[src/design/relay_drive_cfg.svh]
// timing constants and reset values for the relay drive control
`ifndef RELAY_DRIVE_CFG_SVH
`define RELAY_DRIVE_CFG_SVH

`define RLY_CLK_PERIOD_NS  100
`define RLY_QUAL_TIME_US   15000
`define RLY_MAX_PULSE_US   150000
`define RLY_EN_FILT_NS     5000
`define RLY_QUAL_CYC       ((`RLY_QUAL_TIME_US * 1000 + `RLY_CLK_PERIOD_NS - 1) / `RLY_CLK_PERIOD_NS)
`define RLY_MAX_CYC        ((`RLY_MAX_PULSE_US * 1000) / `RLY_CLK_PERIOD_NS)
`define RLY_EN_CYC         (`RLY_EN_FILT_NS / `RLY_CLK_PERIOD_NS)
`define RLY_SYNC_RST       6'h00
`define RLY_PIN_IDLE       1'b0
`define RLY_OE_N_OFF       1'b1

`endif

[src/design/relay_drive_pkg.sv]
// types shared by the relay drive control modules
package relay_drive_pkg;

    typedef enum logic [1:0] {
        Q_IDLE  = 2'b00,
        Q_COUNT = 2'b01,
        Q_QUAL  = 2'b11
    } qual_state_t;

    typedef enum logic {
        D_IDLE  = 1'b0,
        D_DRIVE = 1'b1
    } drive_state_t;

    typedef enum logic {
        CH_A = 1'b0,
        CH_B = 1'b1
    } chan_sel_t;

    typedef enum logic {
        MODE_FOLLOW = 1'b0,
        MODE_FIXED  = 1'b1
    } out_mode_t;

endpackage : relay_drive_pkg

[src/design/chan_if.sv]
// link between the drive controller and one channel qualifier
`timescale 1ns/1ps
interface chan_if;
    logic level;
    logic clr;
    logic counting;
    logic qualified;

    modport ctrl (output level, output clr, input counting, input qualified);
    modport chan (input level, input clr, output counting, output qualified);
endinterface : chan_if

[src/design/chan_qual.sv]
// one command channel: rising edge detect and pulse qualification
`timescale 1ns/1ps
module chan_qual #(
    parameter int QUAL_CYC = 150000,
    parameter int CW       = 18
) (
    input  wire logic i_ref_clk,
    input  wire logic i_srst,
    chan_if.chan      ch
);
    relay_drive_pkg::qual_state_t state;
    relay_drive_pkg::qual_state_t next_state;
    logic [CW-1:0]                cnt;
    logic [CW-1:0]                next_cnt;
    logic                         prev;
    logic                         rise;

    if (QUAL_CYC < 1 || QUAL_CYC >= (2 ** CW))
        $error("chan_qual: QUAL_CYC does not fit the counter");

    assign rise = ch.level & ~prev;

    always_comb begin
        next_state = state;
        next_cnt   = cnt;
        unique case (state)
            relay_drive_pkg::Q_IDLE: begin
                next_cnt = '0;
                if (rise && !ch.clr) begin
                    next_state = relay_drive_pkg::Q_COUNT;
                end
            end
            relay_drive_pkg::Q_COUNT: begin
                if (ch.clr || !ch.level) begin
                    next_state = relay_drive_pkg::Q_IDLE;
                end else if (cnt == CW'(QUAL_CYC - 1)) begin
                    next_state = relay_drive_pkg::Q_QUAL;
                end else begin
                    next_cnt = cnt + 1'b1;
                end
            end
            relay_drive_pkg::Q_QUAL: begin
                if (ch.clr) begin
                    next_state = relay_drive_pkg::Q_IDLE;
                end
            end
            default: begin
                next_state = relay_drive_pkg::Q_IDLE;
            end
        endcase
    end

    always_ff @(posedge i_ref_clk) begin
        if (i_srst) begin
            state <= relay_drive_pkg::Q_IDLE;
            cnt   <= '0;
            prev  <= 1'b1;
        end else begin
            state <= next_state;
            cnt   <= next_cnt;
            prev  <= ch.level;
        end
    end

    assign ch.counting  = (state == relay_drive_pkg::Q_COUNT);
    assign ch.qualified = (state == relay_drive_pkg::Q_QUAL);
endmodule : chan_qual

[src/design/relay_drive_ctrl.sv]
// dual-coil latching relay drive control, top level
`timescale 1ns/1ps
`include "relay_drive_cfg.svh"

module relay_drive_ctrl #(
    parameter int                         QUAL_CYC = `RLY_QUAL_CYC,
    parameter int                         MAX_CYC  = `RLY_MAX_CYC,
    parameter relay_drive_pkg::out_mode_t OUT_MODE = relay_drive_pkg::MODE_FOLLOW
) (
    input  wire logic i_ref_clk,
    input  wire logic i_srst,
    input  wire logic i_cmd_in_a,
    input  wire logic i_cmd_in_b,
    input  wire logic i_enable,
    input  wire logic i_supply_above_on,
    input  wire logic i_supply_above_off,
    input  wire logic i_overtemp_shutdown,
    output logic      o_coil_drive_a,
    output logic      o_coil_drive_a_oe_n,
    output logic      o_coil_drive_b,
    output logic      o_coil_drive_b_oe_n,
    output logic      o_supply_low_lockout
);
    localparam int EN_CYC = (`RLY_EN_CYC < 1) ? 1 : `RLY_EN_CYC;
    localparam int QW     = $clog2(QUAL_CYC + 1);
    localparam int MW     = $clog2(MAX_CYC + 1);
    localparam int EW     = $clog2(EN_CYC + 1);

    if (QUAL_CYC < 1 || MAX_CYC < 1)
        $error("relay_drive_ctrl: QUAL_CYC and MAX_CYC must be at least one cycle");

    // coil output off unless this channel is the one being driven
    function automatic logic coil_oe_n(input relay_drive_pkg::drive_state_t st,
                                       input relay_drive_pkg::chan_sel_t    sel,
                                       input relay_drive_pkg::chan_sel_t    ch);
        coil_oe_n = !((st == relay_drive_pkg::D_DRIVE) && (sel == ch));
    endfunction : coil_oe_n

    // two-stage synchronisers for all pins
    logic [5:0] pin_meta;
    logic [5:0] pin_sync;
    logic       cmd_a;
    logic       cmd_b;
    logic       en_raw;
    logic       above_on;
    logic       above_off;
    logic       overtemp;

    always_ff @(posedge i_ref_clk) begin
        if (i_srst) begin
            pin_meta <= `RLY_SYNC_RST;
            pin_sync <= `RLY_SYNC_RST;
        end else begin
            pin_meta <= {i_cmd_in_a, i_cmd_in_b, i_enable,
                         i_supply_above_on, i_supply_above_off, i_overtemp_shutdown};
            pin_sync <= pin_meta;
        end
    end

    assign {cmd_a, cmd_b, en_raw, above_on, above_off, overtemp} = pin_sync;

    // supply hysteresis and enable filter
    logic          supply_ok;
    logic          next_supply_ok;
    logic          en_filt;
    logic          next_en_filt;
    logic [EW-1:0] en_cnt;
    logic [EW-1:0] next_en_cnt;

    always_comb begin
        next_supply_ok = supply_ok;
        if (!supply_ok && above_on) begin
            next_supply_ok = 1'b1;
        end else if (supply_ok && !above_off) begin
            next_supply_ok = 1'b0;
        end
        next_en_filt = en_filt;
        next_en_cnt  = '0;
        if (en_raw != en_filt) begin
            if (en_cnt == EW'(EN_CYC - 1)) begin
                next_en_filt = en_raw;
            end else begin
                next_en_cnt = en_cnt + 1'b1;
            end
        end
    end

    always_ff @(posedge i_ref_clk) begin
        if (i_srst) begin
            supply_ok <= 1'b0;
            en_filt   <= 1'b0;
            en_cnt    <= '0;
        end else begin
            supply_ok <= next_supply_ok;
            en_filt   <= next_en_filt;
            en_cnt    <= next_en_cnt;
        end
    end

    // operation allowed only with supply good, no overtemperature, enable high
    // next supply state, so lockout flag and drive change on one edge
    logic oper;
    assign oper = next_supply_ok && !overtemp && en_filt;

    // channel qualifiers
    chan_if ch_a ();
    chan_if ch_b ();

    chan_qual #(.QUAL_CYC(QUAL_CYC), .CW(QW)) u_qual_a (
        .i_ref_clk (i_ref_clk),
        .i_srst    (i_srst),
        .ch        (ch_a)
    );

    chan_qual #(.QUAL_CYC(QUAL_CYC), .CW(QW)) u_qual_b (
        .i_ref_clk (i_ref_clk),
        .i_srst    (i_srst),
        .ch        (ch_b)
    );

    // drive sequencer
    relay_drive_pkg::drive_state_t state;
    relay_drive_pkg::drive_state_t next_state;
    relay_drive_pkg::chan_sel_t    sel;
    relay_drive_pkg::chan_sel_t    next_sel;
    logic [MW-1:0]                 pcnt;
    logic [MW-1:0]                 next_pcnt;
    logic                          both_qual;
    logic                          commit_a;
    logic                          commit_b;
    logic                          sel_level;
    logic                          pulse_end;
    logic                          clr_all;
    logic                          next_oe_a_n;
    logic                          next_oe_b_n;
    logic                          next_lockout;

    assign both_qual = ch_a.qualified && ch_b.qualified;
    assign commit_a  = ch_a.qualified && !ch_b.qualified && !ch_b.counting;
    assign commit_b  = ch_b.qualified && !ch_a.qualified && !ch_a.counting;
    assign sel_level = (sel == relay_drive_pkg::CH_A) ? cmd_a : cmd_b;
    assign pulse_end = (pcnt == MW'(MAX_CYC - 1))
                    || ((OUT_MODE == relay_drive_pkg::MODE_FOLLOW) && !sel_level);

    // qualifiers held idle while not operating, while driving, and after a decision
    assign clr_all = !oper || (state == relay_drive_pkg::D_DRIVE)
                  || both_qual || commit_a || commit_b;

    assign ch_a.level = cmd_a;
    assign ch_b.level = cmd_b;
    assign ch_a.clr   = clr_all;
    assign ch_b.clr   = clr_all;

    // pin controls; coil b also held off whenever coil a is on
    assign next_oe_a_n  = coil_oe_n(next_state, next_sel, relay_drive_pkg::CH_A);
    assign next_oe_b_n  = coil_oe_n(next_state, next_sel, relay_drive_pkg::CH_B) || !next_oe_a_n;
    assign next_lockout = !next_supply_ok;

    always_comb begin
        next_state = state;
        next_sel   = sel;
        next_pcnt  = '0;
        unique case (state)
            relay_drive_pkg::D_IDLE: begin
                if (oper && commit_a) begin
                    next_state = relay_drive_pkg::D_DRIVE;
                    next_sel   = relay_drive_pkg::CH_A;
                end else if (oper && commit_b) begin
                    next_state = relay_drive_pkg::D_DRIVE;
                    next_sel   = relay_drive_pkg::CH_B;
                end
            end
            relay_drive_pkg::D_DRIVE: begin
                if (!oper || pulse_end) begin
                    next_state = relay_drive_pkg::D_IDLE;
                end else begin
                    next_pcnt = pcnt + 1'b1;
                end
            end
        endcase
    end

    always_ff @(posedge i_ref_clk) begin
        if (i_srst) begin
            state               <= relay_drive_pkg::D_IDLE;
            sel                 <= relay_drive_pkg::CH_A;
            pcnt                <= '0;
            o_coil_drive_a      <= `RLY_PIN_IDLE;
            o_coil_drive_b      <= `RLY_PIN_IDLE;
            o_coil_drive_a_oe_n <= `RLY_OE_N_OFF;
            o_coil_drive_b_oe_n <= `RLY_OE_N_OFF;
            o_supply_low_lockout <= 1'b1;
        end else begin
            state               <= next_state;
            sel                 <= next_sel;
            pcnt                <= next_pcnt;
            o_coil_drive_a      <= `RLY_PIN_IDLE;
            o_coil_drive_b      <= `RLY_PIN_IDLE;
            o_coil_drive_a_oe_n <= next_oe_a_n;
            o_coil_drive_b_oe_n <= next_oe_b_n;
            o_supply_low_lockout <= next_lockout;
        end
    end
endmodule : relay_drive_ctrl

[config.mk]
export PLATFORM = sky130hd
export DESIGN_NAME = relay_drive_ctrl
export DESIGN_NICKNAME = d
export VERILOG_FILES = /design/src/design/relay_drive_pkg.sv /design/src/design/chan_if.sv /design/src/design/chan_qual.sv /design/src/design/relay_drive_ctrl.sv
export VERILOG_INCLUDE_DIRS = /design/src /design/src/design
export SDC_FILE = /design/constraint.sdc
export NUM_CORES = 1
export LEC_CHECK = 0
export BUFFER_PORTS_ARGS = -buffer_cell sky130_fd_sc_hd__buf_2
export CORE_MARGIN = 4
export CORE_UTILIZATION = 45
export DETAILED_ROUTE_END_ITERATION = 10
export PLACE_DENSITY = 0.59
export SYNTH_ARGS = -nofsm -noshare
export SYNTH_HDL_FRONTEND = slang
export SYNTH_SLANG_ARGS = --single-unit
[constraint.sdc]
create_clock -name i_ref_clk -period 4.35 [get_ports i_ref_clk]
set_input_delay 0.87 -clock i_ref_clk [delete_from_list [all_inputs] [get_ports i_ref_clk]]
set_output_delay 0.87 -clock i_ref_clk [all_outputs]
set_load 0.02 [all_outputs]
# Yosys cells after proc, flatten, opt, wreduce, memory -nomap -nowiden
# Cells that the tools add are included.
# op_classes
addsub	4
n_reduce_logical	50
eq_ne	19
n_mux	25
n_bitwise	7
# op_table
op	count
two-way mux 18 bit	4
one-hot mux 18 bit (2 select lines)	2
adder 18 x 1 -> 18 bit, second input constant	2
equality test 18 bit, second input constant	2
adder 21 x 1 -> 21 bit, second input constant	1
equality test 21 bit, second input constant	1
logical AND 1 bit	15
zero test 1 bit	15
two-way mux 2 bit	7
one-hot mux 2 bit (3 select lines)	2
AND reduction 3 bit	4
logical OR 1 bit	9
two-way mux 1 bit	9
!= test 2 x 1 -> 1 bit, second input constant	4
!= test 2 bit, second input constant	4
adder 6 x 1 -> 6 bit, second input constant	1
equality test 6 bit, second input constant	1
!= test 3 x 1 -> 1 bit, second input constant	2
OR reduction 3 bit	2
inverter 1 bit	5
equality test 2 x 1 -> 1 bit, second input constant	2
equality test 2 bit, second input constant	2
zero test 2 bit	2
nonzero test 2 bit	2
other kinds (4)	5
# totals
regBits	88
inputBits	8
out_inout_bits	5
wordCells	122

# Logic depth before layout (Yosys ltp)
# Gate-level depths: netlist of run 1.
# depth
ltp_word	15
ltp_mapped	8
depth_no_buf	6

# Modules after synthesis
# Synthesis of run 1 repeated with hierarchy kept, for this count alone.
# hier_totals
cells_unflattened	468
hier_area_um2	4146.5
# by_module_without_submodules
mod	area_each_um2	seq_area_each_um2	n_inst	cells_per_inst
chan_qual	1128.6	420.4	2	135
relay_drive_ctrl	1889.3	920.9	1	198

# Worst setup path after synthesis of run 1
# OpenSTA, ideal clock, no wires.
# synth_timing
path_kind	register to register
startpoint	register u_qual_a.state[0]
endpoint	register u_qual_a.cnt[17]
path_stages_with_launch	8
setup_slack_ps	2239
arrival_ps	2040
t_required_ps	4278
period_less_slack_ps	2111
cell_sequence	dfxtp_1 -> buf_2 -> mux2_2 -> a2111o_1 -> a31o_2 -> clkbuf_1 -> a211oi_1 -> mux2i_1
# synth_via
elab_chain_len	8
elab_cells_between_ends	19
# synth_lines
element	line_no	text
from (decl)	chan_qual.sv:11	relay_drive_pkg::qual_state_t state;
from (signal assigned)	chan_qual.sv:55	state <= relay_drive_pkg::Q_IDLE;
from (signal assigned)	chan_qual.sv:59	state <= next_state;
equality test 2 bit	chan_qual.sv:66	assign ch.qualified = (state == relay_drive_pkg::Q_QUAL);
logical AND 1 bit (tied with other cells)	relay_drive_ctrl.sv:138	assign both_qual = ch_a.qualified && ch_b.qualified;
logical OR 1 bit (tied with other cells)	relay_drive_ctrl.sv:147	|| both_qual || commit_a || commit_b;
logical OR 1 bit or logical AND 1 bit (tied branches)	relay_drive_ctrl.sv:147, relay_drive_ctrl.sv:140	
logical OR 1 bit	relay_drive_ctrl.sv:147	
logical OR 1 bit	chan_qual.sv:34	if (ch.clr || !ch.level) begin
!= test 2 bit (no line)	-	
AND reduction 3 bit (no line)	-	
to (signal assigned)	chan_qual.sv:60	cnt <= next_cnt;
to (decl)	chan_qual.sv:13	logic [CW-1:0] cnt;
# Parallel ways exist; a longest one is shown, timed or not.
# A chain may end at the register's enable or synchronous reset.

# Final worst setup path of run 1
# layout_timing
startpoint	register u_qual_b.state[0]
endpoint	register u_qual_a.cnt[11]
# layout_via
elab_chain_len	9
elab_cells_between_ends	15
# layout_lines
element	line_no	text
from (decl)	chan_qual.sv:11	
from (signal assigned)	chan_qual.sv:55	
from (signal assigned)	chan_qual.sv:59	
equality test 2 bit	chan_qual.sv:66	
zero test 1 bit	relay_drive_ctrl.sv:139	assign commit_a = ch_a.qualified && !ch_b.qualified && !ch_b.counting;
logical AND 1 bit (2 in a row)	relay_drive_ctrl.sv:139	
logical OR 1 bit	relay_drive_ctrl.sv:147	
logical OR 1 bit *	relay_drive_ctrl.sv:147	
logical OR 1 bit *	chan_qual.sv:34	
!= test 2 bit (no line) *	-	
AND reduction 3 bit (no line) *	-	
# Every way passes the cells marked *; elsewhere a longest branch is shown, timed or not.

==> flow_summary.yaml, run 1 <==
timing:
  hold_viol: 0
  tns_ps: 0
  finalSetupViolCount: 0
  fin_hold_ws_ps: 438
  clock_skew_ps: 10.6
  rsz0062_at_grt: "no"
  tightest_slew_ps: 893
  max_freq_mhz: 343
  max_slew_margin: 0.402
  period_minus_slack_ps: 2920
  min_period_over_period: 0.670
  drv_slew: 0
cts:
  post_cts_buffers: 0
  cts_tree: "done"
  htree_levels: 3
  cts_max_path_buffers: 2
  holdBufCountCts: 0
  numCtsBuffers: 9
  clk_pin_slew_ps: 90
  cts-root-buf: "clkbuf_8"
  clock_latency_ps: 350
  cts_repair_resize_count: 0
  cts.sink_count: 88
power:
  pwr-share-comb: 0.014
  switching_share: 0.212
  p_switching_w: 0.000308
  cellLeakagePower_nw: 1.35
  p_seq_frac: 0.561
  internal-power_w: 0.00114
  power.density_nw_per_um2: 324
  p_clk_frac: 0.425
  max-vdd-ir-drop_mv: 0.183
final_layout:
  nFillCells: 904
  fin_util: 0.487
  n_antenna_cell: 0
  stdcell_area_um2: 4480
  seq_area_um2: 1760
  multi_input_area_um2: 2270
  drive_gt1_frac: 0.0832
  final_nets: 490
  area_growth_pct: 6.45
  finalNonFillerCells: 592
setup_path:
  worstSetupPathType: "register to register"
  crit_chain: "nand2b_1 > a2111o_1 > a31o_2 > or4_1 > a21oi_1"
  cp_max_fo: 31
  r2r_cells: 5
  crit_family: "compound AO/OA/AOI/OAI gates"
  crit_required_ps: 4630
  path_buf_inv: 0
  crit_path_end_kind: "register"
  crit_path_max_incr_delay_ps: 900
  cp.depth: 5
  startpoint_type: "register"
  arrival_ps: 3190
  cp_slowest_cell: "dfxtp_1"
global_routing:
  overflow: 0
  grt_pass1_wl_um: 14700
  antenna_found_initial: 0
  track_usage: 0.158
  first_global_vias: 3160
  grt_max_degree: 47
min_path:
  hp-class: "register to register"
  hold_path_depth: 1
synthesis:
  avgSynthCellArea_um2: 8.70
  synth_seq_area_share: 0.418
  synth-seq-cells: 88
  yosys_most_used_dff: "dfxtp_1"
  syn_area_um2: 4210
  synthTopCellsByArea: "dfxtp_1 42%, mux2i_1 4.5%, nand2_1 4.5%"
  synthArstFlopShare: 0
  syn_inst: 484
  yosysTopAreaCellShare: 0.418
  yosysTopAreaCell: "dfxtp_1"
  synth_edf_count: 0
  ys_warn_count: 0
  yosys.cell_types.count: 56
detailed_routing:
  via_per_inst: 5.56
  drt_iter0_drc: 109
  wire_per_inst_um: 13.7
  dr_total_vias: 3292
  first_pass_iters: 4
  routed_wl_um: 8130
  ant_nets: 0
  drc_errors: 0
placed_design:
  gp_congestion: 0.808
  hpwl_um: 5340
  place_inst: 577
  place_area_um2: 4270
  io_buffers: 10
die:
  die_w_um: 105
  die_h_um: 105
  core_area_um2: 9200
  ioPinCount: 13
  start_util: 0.458
  rows: 35
  die-area_um2: 11000
flow_run:
  cap_violations: 0
run_status:
  status: "completed"
-- routing by layer --
metal / wire length (um) / track usage / vias up / share of wire
met2: 3820 / 0.252 / 39 / 0.47
met4: 89 / 0.0422 / 0 / 0.011
met3: 297 / 0.0364 / 9 / 0.037
met5: 0 / 0 / - / 0
li1: - / - / 1719 / -
met1: 3930 / 0.214 / 1525 / 0.48
-- worst paths after layout --
kind | start | end | slack, ps
worst max-delay path | u_qual_b.state[0] | u_qual_a.cnt[11] | 1430
worst min-delay path | pin_meta[3] | pin_sync[3] | 440
worst max register to register | u_qual_b.state[0] | u_qual_a.cnt[11] | 1430
worst min register to register | pin_meta[3] | pin_sync[3] | 440
-- registers in the layout, summed over array words and instances, names as in the netlist, 2 cells and up --
register and flops:
pin_meta 6, pcnt 21, pin_sync 6, u_qual_b.state 2
u_qual_a.state 2, u_qual_a.cnt 18, en_cnt 6, u_qual_b.cnt 18
-- cells by family (layout without fill, tap and decap cells) --
logic type,Yosys count,in the layout,share of synthesized area
other,1,2,0.000890
buffers and inverters,40,36,0.0425
multiplexers,20,20,0.0478
AND/OR/NAND/NOR,230,230,0.299
AO/OA/AOI/OAI,74,74,0.123
XOR/XNOR,26,26,0.0541
adder cells (fa/ha/maj),5,5,0.0149
flip-flops,88,88,0.418
-- Yosys cell counts (7+ instances only) --
master and count:
xor2_1 9, nand2_1 50, xnor2_1 17, and3_1 11
nor2_1 42, nand4_1 14, nor2b_1 13, mux2i_1 19
dfxtp_1 88, a21oi_1 20, nand2b_1 7, a2111o_1 7
o21ai_0 13, nand3_1 19, inv_1 11, or3_1 24
clkbuf_1 23
-- per-stage QoR --
| step | total power (W) | setup WS [ps] |
|---|---|---|
| 6_report | 0.00145 | 1430 |
| 5_1_grt | 0.00151 | 1200 |
| 4_1_cts | 0.00148 | 1470 |
| 3_5_place_dp | 0.000854 | 1500 |
| 3_3_place_gp | 0.000854 | 1540 |
| 2_1_floorplan | 0.000849 | 2240 |
-- area by class of cell --
type,instances,share of cell area
Clock buffer,9,0.0276
Clock inverter,6,0.0207
Inverter,11,0.00921
Multi-Input combinational cell,357,0.507
Sequential cell,88,0.393
Tap cell,111,0.0310
Timing Repair Buffer,10,0.0112
-- power groups by stage --
stage / registers, W / logic [W] / clock network [W]
2_1_floorplan: 0.000833 / 0.0000159 / 0
3_3_place_gp: 0.000834 / 0.0000200 / 0
3_5_place_dp: 0.000834 / 0.0000204 / 0
4_1_cts: 0.000815 / 0.0000205 / 0.000642
5_1_grt: 0.000816 / 0.0000227 / 0.000676
6_report: 0.000815 / 0.0000201 / 0.000617
-- layout by cell type, fill, tap and decap left out, drive strengths merged, types with 3 or more instances in the layout --
master / count
o22ai: 3
ha: 5
or2: 5
nand2: 50
xor2: 9
mux2i: 19
nor2b: 13
nand4bb: 3
nor4: 6
or3b: 3
and4: 6
and2: 5
a31oi: 5
a21oi: 20
inv: 13
o211ai: 4
clkbuf: 9
nand3: 19
o21ai: 14
a2111oi: 4
xnor2: 17
dfxtp: 88
or3: 24
nor3: 6
buf: 10
nor2: 42
a2111o: 7
nand4: 14
and3: 11
a211oi: 7
nand4b: 3
or4: 5
nand2b: 7
or4b: 3
(Power assumes the default switching activity.)
==> run 2, diff against run 1 <==
--- a/config.mk
+++ b/config.mk
@@ -6,6 +6,7 @@
 export SDC_FILE = /design/constraint.sdc
 export NUM_CORES = 1
 export LEC_CHECK = 0
+export ABC_AREA = 1
 export BUFFER_PORTS_ARGS = -buffer_cell sky130_fd_sc_hd__buf_2
 export CORE_MARGIN = 4
 export CORE_UTILIZATION = 45
==> constraint.sdc (replaced) <==
create_clock -name i_ref_clk -period 2.88 [get_ports i_ref_clk]
set_input_delay 0.576 -clock i_ref_clk [delete_from_list [all_inputs] [get_ports i_ref_clk]]
set_output_delay 0.576 -clock i_ref_clk [all_outputs]
set_load 0.02 [all_outputs]
==> flow_summary.yaml, run 2 <==
final_layout:
  reg_top3: "pcnt: 21 flops, u_qual_a.cnt: 18 flops, u_qual_b.cnt: 18 flops"
  most-common-layout-cells: "174 x nand2_1, 133 x nor2_1, 88 x dfxtp_1, 82 x inv_1, 76 x nand3_1"
  top_register: "pcnt"
  area_growth_pct: 7.41
  final_nets: 752
  n_antenna_cell: 0
  stdcell_area_um2: 5150
  largest_reg_flops: 21
  fin_util: 0.497
  drive_gt1_frac: 0.0901
  mostFrequentLayoutCell: "nand2_1"
global_routing:
  grt_max_degree: 28
  antenna_found_initial: 0
  grt_pass1_wl_um: 18100
  track_usage: 0.172
  overflow: 0
  first_global_vias: 4043
power:
  power.density_nw_per_um2: 427
  max-vdd-ir-drop_mv: 0.338
  p_switching_w: 0.000526
  p_clk_frac: 0.425
  internal-power_w: 0.00167
  p_seq_frac: 0.559
  cellLeakagePower_nw: 1.72
  switching_share: 0.239
  pwr-share-comb: 0.016
cts:
  cts_max_path_buffers: 2
  clock_latency_ps: 380
  post_cts_buffers: 0
  cts-root-buf: "clkbuf_8"
  clk_pin_slew_ps: 90
  holdBufCountCts: 0
  numCtsBuffers: 9
  cts.sink_count: 88
  htree_levels: 3
  cts_tree: "done"
  cts_repair_resize_count: 0
detailed_routing:
  via_per_inst: 4.94
  drt_iter0_drc: 200
  ant_nets: 0
  first_pass_iters: 5
  drc_errors: 0
  routed_wl_um: 10300
  dr_total_vias: 4343
  wire_per_inst_um: 11.7
setup_path:
  crit_path_end_kind: "register"
  startpoint_type: "register"
  arrival_ps: 2260
  worstSetupPathType: "register to register"
  cp_max_fo: 19
  crit_required_ps: 3140
synthesis:
  synth-seq-cells: 88
  yosys.area_share.simple: 0.416
  ys_top_cells_by_count: "174 x nand2_1, 133 x nor2_1, 88 x dfxtp_1"
  synth_adder_area_share: 0.0130
  synth_top_family_by_area: "simple AND/OR/NAND/NOR gates"
  synth_seq_area_share: 0.367
  avgSynthCellArea_um2: 6.56
  synth_compound_area_frac: 0.0717
  yosysMostFrequentCell: "nand2_1"
  yosysTopAreaCell: "dfxtp_1"
  synthArstFlopShare: 0
  yosys.cell_types.count: 33
  synth-xor-area-share: 0.0402
  syn_inst: 731
  yosysTopAreaCellShare: 0.367
  synthTopCellsByArea: "dfxtp_1 37%, nand2_1 14%, nor2_1 10%"
  yosys_most_used_dff: "dfxtp_1"
  ys_warn_count: 0
  synthMuxAreaShare: 0
  synth_edf_count: 0
  syn_area_um2: 4800
die:
  core_area_um2: 10400
  ioPinCount: 13
  die_h_um: 111
  die-area_um2: 12400
  rows: 37
  die_w_um: 111
  start_util: 0.462
min_path:
  hp-class: "primary input to register"
timing:
  hold_viol: 0
  finalSetupViolCount: 0
  clock_skew_ps: 13.2
  rsz0062_at_grt: "no"
  drv_slew: 0
  fin_hold_ws_ps: 390
  tns_ps: 0
  setup_ws_ps: 875
  period_minus_slack_ps: 2010
  min_period_over_period: 0.696
  max_freq_mhz: 499
placed_design:
  place_area_um2: 4940
  hpwl_um: 7400
  gp_congestion: 0.891
  io_buffers: 10
  dp_slack_ps: 888
flow_run:
  cap_violations: 0
run_status:
  status: "completed"
## run 2: cell types whose count changed in the layout (fill, tap and decap cells not counted), sizes merged, moves of 14 or more
cell,delta
nor2,+93
a21oi,+29
or3,-24
nand3,+58
nor3,+14
nand2,+142
mux2i,-19
inv,+75
## run 2: worst paths after layout
check	cells past startpoint	to	start	slack, ps
worst max-delay path	10	u_qual_a.cnt[17]	u_qual_a.cnt[0]	870
worst min-delay path	3	pin_meta[4]	i_cmd_in_b	390
worst max register to register	10	u_qual_a.cnt[17]	u_qual_a.cnt[0]	870
worst min register to register	2	pin_sync[4]	pin_meta[4]	410
## run 2: cell families (layout without fill, tap and decap cells)
logic type,Yosys count,in the layout
AOI/OAI and AO/OA,61,61
buffers and inverters,105,117
xor gates and xnor gates,22,22
and+or+nand+nor,449,449
adders and majority gates,5,5
other,1,2
DFF,88,88
## run 2: layout make-up
cell class | count | area (um2)
Clock buffer | 10 | 138
Clock inverter | 6 | 75.1
Fill cell | 1114 | 5220
Inverter | 88 | 330
Multi-Input combinational cell | 539 | 2600
Sequential cell | 88 | 1760
Tap cell | 136 | 170
Timing Repair Buffer | 13 | 72.6
## run 2: critical path, cell delays in order, from the launching register on
cell and delay (ps):
dfxtp_1 400, ha_1 230, nand3_1 110, inv_1 180
nand3_1 100, nor2_1 150, nor2_1 110, nand2_4 210
nand2_4 210, nand2_1 120, a21oi_1 60
## run 2: power by group through the flow
stage | Clock [W] | Combinational (W) | Sequential [W]
after floorplan | 0 | 0.0000261 | 0.00126
after global placement | 0 | 0.0000360 | 0.00126
after detailed placement | 0 | 0.0000372 | 0.00126
after CTS | 0.000965 | 0.0000371 | 0.00123
after global routing | 0.00102 | 0.0000410 | 0.00123
final | 0.000935 | 0.0000359 | 0.00123
## run 2: stage by stage
stage	power, W	cells
2_1_floorplan	0.00128	732
3_3_place_gp	0.00129	864
3_5_place_dp	0.00130	864
4_1_cts	0.00223	880
5_1_grt	0.00229	880
6_report	0.00220	880
## run 2: routing by layer
| metal | GRT usage | share of wire |
|---|---|---|
| met3 | 0.0377 | 0.020 |
| met1 | 0.216 | 0.50 |
| met2 | 0.295 | 0.46 |
| met4 | 0.0552 | 0.017 |
| met5 | 0 | 0 |
==> run 3, diff against run 2 <==
==> constraint.sdc (replaced) <==
create_clock -name i_ref_clk -period 2.08 [get_ports i_ref_clk]
set_input_delay 0.416 -clock i_ref_clk [delete_from_list [all_inputs] [get_ports i_ref_clk]]
set_output_delay 0.416 -clock i_ref_clk [all_outputs]
set_load 0.02 [all_outputs]
==> flow_summary.yaml, run 3 (same netlist as run 2, synthesis figures left out) <==
run_status:
  status: "completed"
placed_design:
  gp_congestion: 0.837
  io_buffers: 10
  dp_slack_ps: 151
  hpwl_um: 7430
  place_area_um2: 4970
final_layout:
  area_growth_pct: 7.57
  reg_top3: "pcnt: 21 flops, u_qual_a.cnt: 18 flops, u_qual_b.cnt: 18 flops"
  top_register: "pcnt"
  most-common-layout-cells: "174 x nand2_1, 132 x nor2_1, 88 x dfxtp_1, 82 x inv_1, 76 x nand3_1"
  fin_util: 0.497
  drive_gt1_frac: 0.0963
  stdcell_area_um2: 5160
  mostFrequentLayoutCell: "nand2_1"
  largest_reg_flops: 21
  final_nets: 756
  n_antenna_cell: 0
  nFillCells: 1075
detailed_routing:
  first_pass_iters: 4
  dr_total_vias: 4340
  drt_iter0_drc: 249
  routed_wl_um: 10200
  ant_nets: 0
  via_per_inst: 4.91
  drc_errors: 0
  wire_per_inst_um: 11.5
setup_path:
  crit_path_frequent_cell: "nand3_1"
  cp_max_fo: 19
  arrival_ps: 2160
  crit_end: "u_qual_a.cnt[10]"
  crit_chain: "ha_1 > nand3_1 > inv_1 > nand3_1 > nor2_1 > nor2_2 > nand2_4 > nand2_8 > nand2_1 > a21oi_1"
  rr_startpoint: "u_qual_a.cnt[0]"
  cp_slowest_cell: "dfxtp_1"
  r2r_slack_ps: 180
  cp.depth: 10
  crit_start: "u_qual_a.cnt[0]"
  startpoint_type: "register"
  crit_required_ps: 2340
  reg2reg_to: "u_qual_a.cnt[10]"
  path_buf_inv: 1
  crit_path_max_incr_delay_ps: 410
  r2r_cells: 10
  crit_path_end_kind: "register"
  worstSetupPathType: "register to register"
  crit_family: "simple AND/OR/NAND/NOR gates"
power:
  cellLeakagePower_nw: 1.72
  power.density_nw_per_um2: 560
  total_power_w: 0.00289
  max-vdd-ir-drop_mv: 0.518
timing:
  finalSetupViolCount: 0
  tns_ps: 0
  drv_slew: 0
  rsz0062_at_grt: "no"
  setup_ws_ps: 180
  period_minus_slack_ps: 1900
  max_freq_mhz: 526
  hold_viol: 0
  clock_skew_ps: 10.9
  min_period_over_period: 0.913
die:
  ioPinCount: 13
  start_util: 0.462
  die-area_um2: 12400
  die_w_um: 111
  core_area_um2: 10400
  die_h_um: 111
  rows: 37
global_routing:
  track_usage: 0.173
  grt_pass1_wl_um: 18100
  overflow: 0
  grt_max_degree: 21
  antenna_found_initial: 0
  first_global_vias: 4030
cts:
  numCtsBuffers: 9
  clk_pin_slew_ps: 90
  htree_levels: 3
  cts-root-buf: "clkbuf_8"
  cts.sink_count: 88
  cts_max_path_buffers: 2
  cts_tree: "done"
  holdBufCountCts: 0
  clock_latency_ps: 380
  post_cts_buffers: 0
flow_run:
  cap_violations: 0
min_path:
  hold_path_depth: 3
  hp-class: "primary input to register"
## run 3: cell count changes in the layout (fill, tap and decap cells not counted), sizes merged
| cell | before | now |
|---|---|---|
| inv | 88 | 90 |
| buf | 13 | 17 |
| bufinv | 1 | 0 |
| clkinvlp | 1 | 0 |
## run 3: area by class of cell
type	count	area, um2	area share
clock buffers	10	128	0.0247
clock inverters	6	48.8	0.00946
inverters	88	330	0.0640
multi-input cells	539	2620	0.507
flip-flops and latches	88	1760	0.341
well taps	136	170	0.0330
repair buffers	17	103	0.0199
## run 3: worst min-delay path, stage by stage
cell	delay, ps
buf_2	100
inv_1	40
nor2_1	30
## run 3: report_power, final
group,internal (W),leakage (nW),switching (W)
logic,0.0000146,0.919,0.0000369
registers,0.00170,0.712,0.00000471
clock network,0.000455,0.0925,0.000680
total,0.00217,1.72,0.000721
## run 3: repair_timing
action | 4_1_cts | 5_1_grt
gates resized for setup | 0 | 3
endpoints found under the setup margin | 0 | 17
hold endpoints to repair | 0 | 0
## run 3: worst min-delay path by stage
stage	start	end	slack, ps
CTS	i_supply_above_off	pin_meta[1]	210
floorplan	pin_meta[0]	pin_sync[0]	390
finish	i_supply_above_off	pin_meta[1]	240
global placement	pin_meta[3]	pin_sync[3]	390
detailed placement	pin_meta[3]	pin_sync[3]	390
global route	i_supply_above_off	pin_meta[1]	220
## run 3: per-stage QoR
stage                     hold slack (ps)  instances
after floorplan                       388        732
after global placement                390        868
after detailed placement              392        868
after CTS                             209        884
after global routing                  216        884
final                                 237        884
## run 3: routing by layer
layer / vias to the layer above / track usage / part of all wire / routed length (um)
met2: 63 / 0.290 / 0.47 / 4820
li1: 2328 / - / - / -
met3: 6 / 0.0480 / 0.034 / 345
met1: 1943 / 0.220 / 0.49 / 4950
met4: 0 / 0.0414 / 0.0081 / 83
met5: - / 0 / 0 / 0
